File: src/dram_odt_consts.vh
// Constants for the CKE reset and on-die termination timing block
`ifndef DRAM_ODT_CONSTS_VH
`define DRAM_ODT_CONSTS_VH
`define CLK_PERIOD_PS      32'd8000
`define MOD_DELAY_PS       32'd12000
`define MOD_DELAY_CYC      (((`MOD_DELAY_PS) + (`CLK_PERIOD_PS) - 32'd1) / (`CLK_PERIOD_PS))
`define CNT_W              8
`define CNT_MAX            8'hff
`define ENTRY_LEAD_CYC     8'h03
`define EXIT_LAG_CYC       8'h03
`define SYNC_ON_CYC        8'h02
`define SYNC_OFF_CYC       8'h02
`define ASYNC_ON_CYC       8'h03
`define ASYNC_OFF_CYC      8'h03
`define CMD_NOP            4'h7
`define CMD_DESEL_BIT      3
`define CMD_LMR            4'h0
`define CMD_ACT            4'h3
`define CMD_PRE            4'h2
`define CMD_REF            4'h1
`define BA_EMR             3'h1
`define BA_MR              3'h0
`define ADDR_SLOW_EXIT     12
`define ADDR_RTT_HI        6
`define ADDR_RTT_LO        2
`define RTT_OFF            2'h0
`endif

File: src/dram_cke_reset_odt_timing.v
// Memory-side CKE reset handling and on-die termination timing regime selection
// Operation
// - Reset discards contents; device works again after reinitialization.
// - In reset, all inputs except CKE are ignored.
// - Raising CKE may finish an interrupted read burst.
// - ODT honoured only after EMR enables termination and mode delay elapses.
// - ODT ignored in self refresh and just after enabling termination.
// - CKE high or fast-exit active power-down uses synchronous delays.
// - Slow-exit or precharge power-down uses asynchronous delays.
// - ODT off before entry: lead time met synchronous, else asynchronous.
// - ODT on before entry: lead time met synchronous, else asynchronous.
// - ODT off after any exit: lag met synchronous, else asynchronous.
// - ODT on after slow or precharge exit: lag met synchronous, else asynchronous.
// - Termination value changes by EMR set one cycle after the mode update delay.
// - Termination value field is EMR address bits A6 and A2.
// - MR bit 12 set selects slow exit, clear selects fast exit.
`timescale 1ns/1ps
`default_nettype none
`include "dram_odt_consts.vh"
module dram_cke_reset_odt_timing (
  // Clock and reset
  input  wire          clk_in,
  input  wire          rst_n_in,
  // Memory inputs
  input  wire          cke_in,
  input  wire          odt_in,
  input  wire [3:0]    cmd_in,
  input  wire [2:0]    ba_in,
  input  wire [13:0]   addr_in,
  // Status
  output reg           in_reset_out,
  output reg           need_init_out,
  output reg           powered_down_out,
  output reg           self_refresh_out,
  output reg           async_mode_out,
  output reg           slow_exit_out,
  output reg  [1:0]    rtt_sel_out,
  output reg           rtt_pending_out,
  output wire          term_on_out,
  output reg           resume_read_out
);
  // ----------------------------------------
  // State
  // ----------------------------------------
  localparam ST_RESET = 2'h0;
  localparam ST_ACT   = 2'h1;
  localparam ST_PD    = 2'h2;
  localparam ST_SR    = 2'h3;

  reg  [1:0]        st_q, st_d;
  reg               cke_q;
  reg               odt_q;
  reg               bank_open_q;
  reg               pd_slow_q;
  reg               odt_en_q;
  reg  [`CNT_W-1:0] mod_cnt_q;
  reg  [`CNT_W-1:0] entry_cnt_q;
  reg  [`CNT_W-1:0] exit_cnt_q;
  reg  [`CNT_W-1:0] odt_age_q;
  reg  [1:0]        rtt_new_q;
  reg               read_busy_q;

  // ----------------------------------------
  // Command decode
  // ----------------------------------------
  wire cmd_valid = !cmd_in[`CMD_DESEL_BIT];
  wire cmd_lmr   = cmd_valid && (cmd_in == `CMD_LMR);
  wire emr_load  = cmd_lmr && (ba_in == `BA_EMR);
  wire mr_load   = cmd_lmr && (ba_in == `BA_MR);
  wire [1:0] rtt_field = {addr_in[`ADDR_RTT_HI], addr_in[`ADDR_RTT_LO]};
  wire odt_edge  = (odt_in != odt_q);
  wire mod_busy  = (mod_cnt_q != 8'h00);
  wire cke_fall  = cke_q && !cke_in;
  wire cke_rise  = !cke_q && cke_in;
  // Mode delay rounded up to whole cycles; only the counter's width is kept
  wire [31:0] mod_delay_full = `MOD_DELAY_CYC;

  // ----------------------------------------
  // Power state machine
  // ----------------------------------------
  always @* begin
    st_d = st_q;
    case (st_q)
      ST_RESET: if (cke_rise) st_d = ST_ACT;
      ST_ACT: begin
        if (cke_fall && cmd_valid && cmd_in == `CMD_REF && !bank_open_q) st_d = ST_SR;
        else if (cke_fall) st_d = ST_PD;
      end
      ST_PD:   if (cke_rise) st_d = ST_ACT;
      ST_SR:   if (cke_rise) st_d = ST_ACT;
      default: st_d = ST_RESET;
    endcase
  end

  // ----------------------------------------
  // Termination regime
  // ----------------------------------------
  // Regime choice for an ODT edge seen in this cycle
  reg               use_async;
  reg [`CNT_W-1:0]  dly;
  always @* begin
    use_async = 1'b0;
    if (st_q == ST_PD)
      use_async = !bank_open_q || pd_slow_q;
    else if (st_q == ST_ACT && entry_cnt_q < `ENTRY_LEAD_CYC && !cke_in)
      use_async = 1'b1;
    else if (st_q == ST_ACT && exit_cnt_q < `EXIT_LAG_CYC) begin
      if (!odt_in)
        use_async = 1'b1;
      else
        use_async = !bank_open_q || pd_slow_q;
    end
    if (odt_in)
      dly = use_async ? `ASYNC_ON_CYC : `SYNC_ON_CYC;
    else
      dly = use_async ? `ASYNC_OFF_CYC : `SYNC_OFF_CYC;
  end

  // ODT honoured only when enabled, settled and not in self refresh
  wire odt_req = odt_edge && odt_en_q && !mod_busy
                 && (st_q == ST_ACT || st_q == ST_PD);

  // ----------------------------------------
  // Sequential state
  // ----------------------------------------
  always @(posedge clk_in or negedge rst_n_in) begin
    if (!rst_n_in) begin
      st_q             <= ST_RESET;
      cke_q            <= 1'b0;
      odt_q            <= 1'b0;
      bank_open_q      <= 1'b0;
      pd_slow_q        <= 1'b0;
      odt_en_q         <= 1'b0;
      mod_cnt_q        <= 8'h00;
      entry_cnt_q      <= `CNT_MAX;
      exit_cnt_q       <= `CNT_MAX;
      odt_age_q        <= `CNT_MAX;
      rtt_new_q        <= `RTT_OFF;
      read_busy_q      <= 1'b0;
      in_reset_out     <= 1'b1;
      need_init_out    <= 1'b1;
      powered_down_out <= 1'b0;
      self_refresh_out <= 1'b0;
      async_mode_out   <= 1'b0;
      slow_exit_out    <= 1'b0;
      rtt_sel_out      <= `RTT_OFF;
      rtt_pending_out  <= 1'b0;
      resume_read_out  <= 1'b0;
    end else begin
      st_q  <= st_d;
      cke_q <= cke_in;
      odt_q <= odt_in;
      in_reset_out     <= (st_d == ST_RESET);
      powered_down_out <= (st_d == ST_PD);
      self_refresh_out <= (st_d == ST_SR);
      async_mode_out   <= use_async;
      // Pulse on the CKE rise that ends a drop which cut a read
      resume_read_out  <= cke_rise && read_busy_q;
      entry_cnt_q <= (odt_edge) ? 8'h00 :
                     (entry_cnt_q != `CNT_MAX) ? entry_cnt_q + 8'h01 : entry_cnt_q;
      odt_age_q <= odt_edge ? 8'h00 : (odt_age_q != `CNT_MAX) ? odt_age_q + 8'h01 : odt_age_q;
      if ((st_q == ST_PD || st_q == ST_SR) && cke_rise)
        exit_cnt_q <= 8'h00;
      else if (exit_cnt_q != `CNT_MAX)
        exit_cnt_q <= exit_cnt_q + 8'h01;
      if (mod_busy)
        mod_cnt_q <= mod_cnt_q - 8'h01;
      else if (rtt_pending_out) begin
        rtt_sel_out     <= rtt_new_q;
        rtt_pending_out <= 1'b0;
      end
      if (st_q == ST_RESET) begin
        // Contents lost; every input but CKE is ignored here
        bank_open_q <= 1'b0;
        odt_en_q    <= 1'b0;
        if (cke_rise) need_init_out <= 1'b1;
      end else begin
        if (cmd_valid && cmd_in == `CMD_ACT) bank_open_q <= 1'b1;
        if (cmd_valid && cmd_in == `CMD_PRE) bank_open_q <= 1'b0;
        // Held across a CKE drop so the rise can report the cut read
        if (cmd_valid && cke_in && cmd_in[3:1] == 3'h2)
          read_busy_q <= 1'b1;
        else
          read_busy_q <= read_busy_q && !cke_in;
        if (mr_load) begin
          pd_slow_q     <= addr_in[`ADDR_SLOW_EXIT];
          slow_exit_out <= addr_in[`ADDR_SLOW_EXIT];
          need_init_out <= 1'b0;
        end
        if (emr_load) begin
          odt_en_q        <= (rtt_field != `RTT_OFF);
          rtt_new_q       <= rtt_field;
          rtt_pending_out <= 1'b1;
          mod_cnt_q       <= mod_delay_full[`CNT_W-1:0];
        end
        if (cke_fall && st_q == ST_ACT && !(cmd_valid && cmd_in == `CMD_REF))
          entry_cnt_q <= odt_age_q;
      end
    end
  end

  // ----------------------------------------
  // Termination delay line
  // ----------------------------------------
  odt_delay_line u_delay (
    .clk_in      (clk_in),
    .rst_n_in    (rst_n_in),
    .req_in      (odt_req),
    .level_in    (odt_in),
    .delay_in    (dly),
    .term_on_out (term_on_out)
  );
endmodule // dram_cke_reset_odt_timing
`default_nettype wire

File: src/odt_delay_line.v
// Delay line that applies a selectable termination turn-on or turn-off latency
`timescale 1ns/1ps
`default_nettype none
`include "dram_odt_consts.vh"
module odt_delay_line (
  // Clock and reset
  input  wire                clk_in,
  input  wire                rst_n_in,
  // Request
  input  wire                req_in,
  input  wire                level_in,
  input  wire [`CNT_W-1:0]   delay_in,
  // Termination state
  output reg                 term_on_out
);
  reg [`CNT_W-1:0] cnt_q;
  reg              pend_q;
  reg              lvl_q;

  always @(posedge clk_in or negedge rst_n_in) begin
    if (!rst_n_in) begin
      cnt_q       <= 8'h00;
      pend_q      <= 1'b0;
      lvl_q       <= 1'b0;
      term_on_out <= 1'b0;
    end else if (req_in) begin
      // A newer request replaces one still in flight
      cnt_q  <= delay_in;
      pend_q <= 1'b1;
      lvl_q  <= level_in;
    end else if (pend_q) begin
      if (cnt_q <= 8'h01) begin
        pend_q      <= 1'b0;
        term_on_out <= lvl_q;
      end else begin
        cnt_q <= cnt_q - 8'h01;
      end
    end
  end
endmodule // odt_delay_line
`default_nettype wire

File: config.mk
export PLATFORM = sky130hd
export DESIGN_NAME = dram_cke_reset_odt_timing
export DESIGN_NICKNAME = d
export VERILOG_FILES = /design/src/dram_cke_reset_odt_timing.v /design/src/odt_delay_line.v
export VERILOG_INCLUDE_DIRS = /design/src
export SDC_FILE = /design/constraint.sdc
export NUM_CORES = 1
export LEC_CHECK = 0
export ABC_CLOCK_PERIOD_IN_PS = 5100
export BUFFER_PORTS_ARGS = -buffer_cell sky130_fd_sc_hd__buf_4
export CAP_MARGIN = 10
export CORE_MARGIN = 3
export CORE_UTILIZATION = 30
export CTS_CLUSTER_DIAMETER = 40
export CTS_CLUSTER_SIZE = 8
export DETAILED_ROUTE_END_ITERATION = 16
export PLACE_DENSITY = 0.55
export REMOVE_ABC_BUFFERS = 1
export SETUP_SLACK_MARGIN = 0.2
export SYNTH_ARGS = -nofsm -noshare
export SYNTH_HDL_FRONTEND = slang
export SYNTH_SLANG_ARGS = --single-unit
File: constraint.sdc
create_clock -name clk_in -period 5.1 [get_ports clk_in]
set_input_delay 0.51 -clock clk_in [delete_from_list [all_inputs] [get_ports clk_in]]
set_output_delay 0.51 -clock clk_in [all_outputs]
set_load 0.02 [all_outputs]
==> results.md <==
* Run status: finished, final reports clean
* Post-layout instance area at 0.00368 mm2
* Peak supply drop at 0.194 mV
* Async SR Flop Fraction at 1.00
* Post-CTS Resized at 0
* Post-layout power at 1.82 mW
* DP Wirelength at 4.47 mm
* 1st-iter DRT viols at 57
* Hold Path Class: input pin to asynchronous set/reset pin
* Post-layout util at 0.370
* All-Layer GR Usage at 0.121
* Final Hold Vio Count at 0
* Skew-Pair Late Insertion Delay at 0.33 ns
* Met2 Track Usage GR at 0.178
* Setup tns final at 0 ns
* Fmax at 444 MHz
* CP Max Fanout at 12
* Final setup viols at 0
* Post-Syn Instances at 308
* Top FF cell, synth: dfrtp_1
* Setup bufs post-CTS at 0
* Synth Cell Area at 0.00313 mm2
* Slew Viols, Final at 0
* Slew margin rel. at 0.429
* Sequential area share after synthesis at 0.507
* Cell variety after synth at 51
* Number of global-route vias before repair at 2301
* Core area at 0.00995 mm2
* Ranking of synthesized cells by area: dfrtp_1 29%, dfstp_2 22%, nor2_1 4.7%
* Gpl congestion at 0.788
* Area share of the largest cell type after synthesis at 0.288
* Via count at 2385
* Met3 GRT Util at 0.0275
* Nets at 375
* Worst Reg-to-Reg Cells at 4
* Leak at 1.52 nW
* Final critical-path share of the clock period at 0.442
* H-tree Lvls at 3
* Drt drc at 0
* Most Crowded Layer GR: met2
* Overall routed net length at 6.48 mm
* Critical path arrival at 2.48 ns
* CTS buffer count at 9
* CTS tree: yes
* Pin count of the biggest net entering global routing at 63
* Startpoint types: flip-flop
* Power Dens Cells at 494 mW/mm2
* PortBufs at 24
* Met1 usage at 0.167
* Most frequent cells after synthesis: 39 x nor2_1, 36 x dfrtp_1, 27 x nand2_1
* Vias per inst at 5.00
* Total I/O pin count at 36
* Starting Density at 0.314
* #FFs+latches synth at 62
* Top-count cell post-synth: nor2_1
* Endpoint type of the worst setup path: flip-flop
* Worst path required time at 5.32 ns
* Number of synthesized flops with an enable pin at 0
* WS Path Type: flip-flop to flip-flop
* Worst clock skew at 0.00487 ns
* Worst-path clk slew at 0.07 ns
* Die W at 108 um
* P&R area growth vs syn at 17.8%
* Mean Syn Cell Area at 10.1 um2
* DR pass1 iterations at 5
* RSZ-0062 raised after global routing: no
* CTS sink cnt at 62
* CTS root buf: clkbuf_8
* YS warnings at 0
* Placed cell area at 0.00345 mm2
* Leading area contributor after synthesis: dfrtp_1
* Die ar. at 0.0117 mm2
* Share of cells above drive strength 1 at 0.221
* Final Critical Period at 2.25 ns
* Max Cap Viol at 0
* CTS Buffer Depth at 2
* Die Y at 108 um
* Worst Max-Slew Pin Slew at 0.854 ns
* Setup Slack @ Placement at 2.54 ns
* Total congestion overflow at 0
* Initial antenna violation count at 0
* Post-DRT Antenna Nets at 0
* Drt wl/cell at 13.6 um
* First-pass GRT wire length at 11.0 mm
* N_diodes at 0
* Core Rows at 36
* Hold_buf cts at 0
* Post-route setup slack at 2.85 ns
-- per-stage QoR --
stage / cells / hold slack (ns)
2_1_floorplan: 303 / 0.214
3_5_place_dp: 461 / 0.471
3_3_place_gp: 461 / 0.457
5_1_grt: 477 / 0.303
4_1_cts: 477 / 0.294
6_report: 477 / 0.270
-- metal layers --
metal  wire length, um  share of wire
met5                 0              0
met1              3260           0.50
met2              2890           0.45
met4               119          0.018
met3               219          0.034
-- placed cells by master (no fill, tap or decap), types with 10 or more instances in the layout --
cell type  count
xor2_1        10
buf_4         25
dfstp_2       26
ha_1          11
dfrtp_1       36
o21ai_0       15
nor3_1        12
a21oi_1       11
nand2_1       27
nor2_1        39
-- critical path: stages, from the launching register on --
cell      delay (ns)
dfrtp_1         0.37
xor2_1          0.69
and4_1          0.58
nand3b_1        0.18
mux2_2          0.33
-- registers in the layout, summed over array words and instances, names as in the netlist, 2 cells and up --
register and flops:
u_delay.cnt_q 8, rtt_new_q 2, odt_age_q 8, st_q 2
entry_cnt_q 8, rtt_sel_out 2, exit_cnt_q 8, mod_cnt_q 8
-- cell type report --
cell class,count,area [um2]
clock buffer,12,135
clock inverter,4,95.1
fill,991,6270
inverter,9,33.8
multi-input combinational,232,1480
sequential,62,1580
tap,133,166
timing repair buffer,25,188
-- final timing paths --
| check | start | slack [ns] | to |
|---|---|---|---|
| hold reg to reg | read_busy_q | 0.48 | read_busy_q |
| min in group clk_in | odt_in | 0.33 | odt_q |
| hold / removal | rst_n_in | 0.27 | read_busy_q |
| max in group asynchronous | rst_n_in | 4.32 | st_q[1] |
| setup reg to reg | odt_q | 2.85 | u_delay.term_on_out |
| setup / recovery | odt_q | 2.85 | u_delay.term_on_out |
-- kinds of logic (layout without fill, tap and decap cells) --
family | count (synthesis) | in the layout | share of synthesized area
buffers and inverters | 14 | 50 | 0.0196
AOI/OAI and AO/OA | 55 | 55 | 0.117
xor gates and xnor gates | 16 | 16 | 0.0448
muxes | 12 | 12 | 0.0412
and+or+nand+nor | 138 | 138 | 0.227
adders and majority gates | 11 | 11 | 0.0440
DFF | 62 | 62 | 0.507
-- power breakdown --
part           total (mW)  switching (mW)  internal (mW)
logic               0.511           0.281          0.230
registers           0.790           0.135          0.655
clock network       0.517           0.192          0.325
No activity file was read; power rests on OpenSTA's default activity.
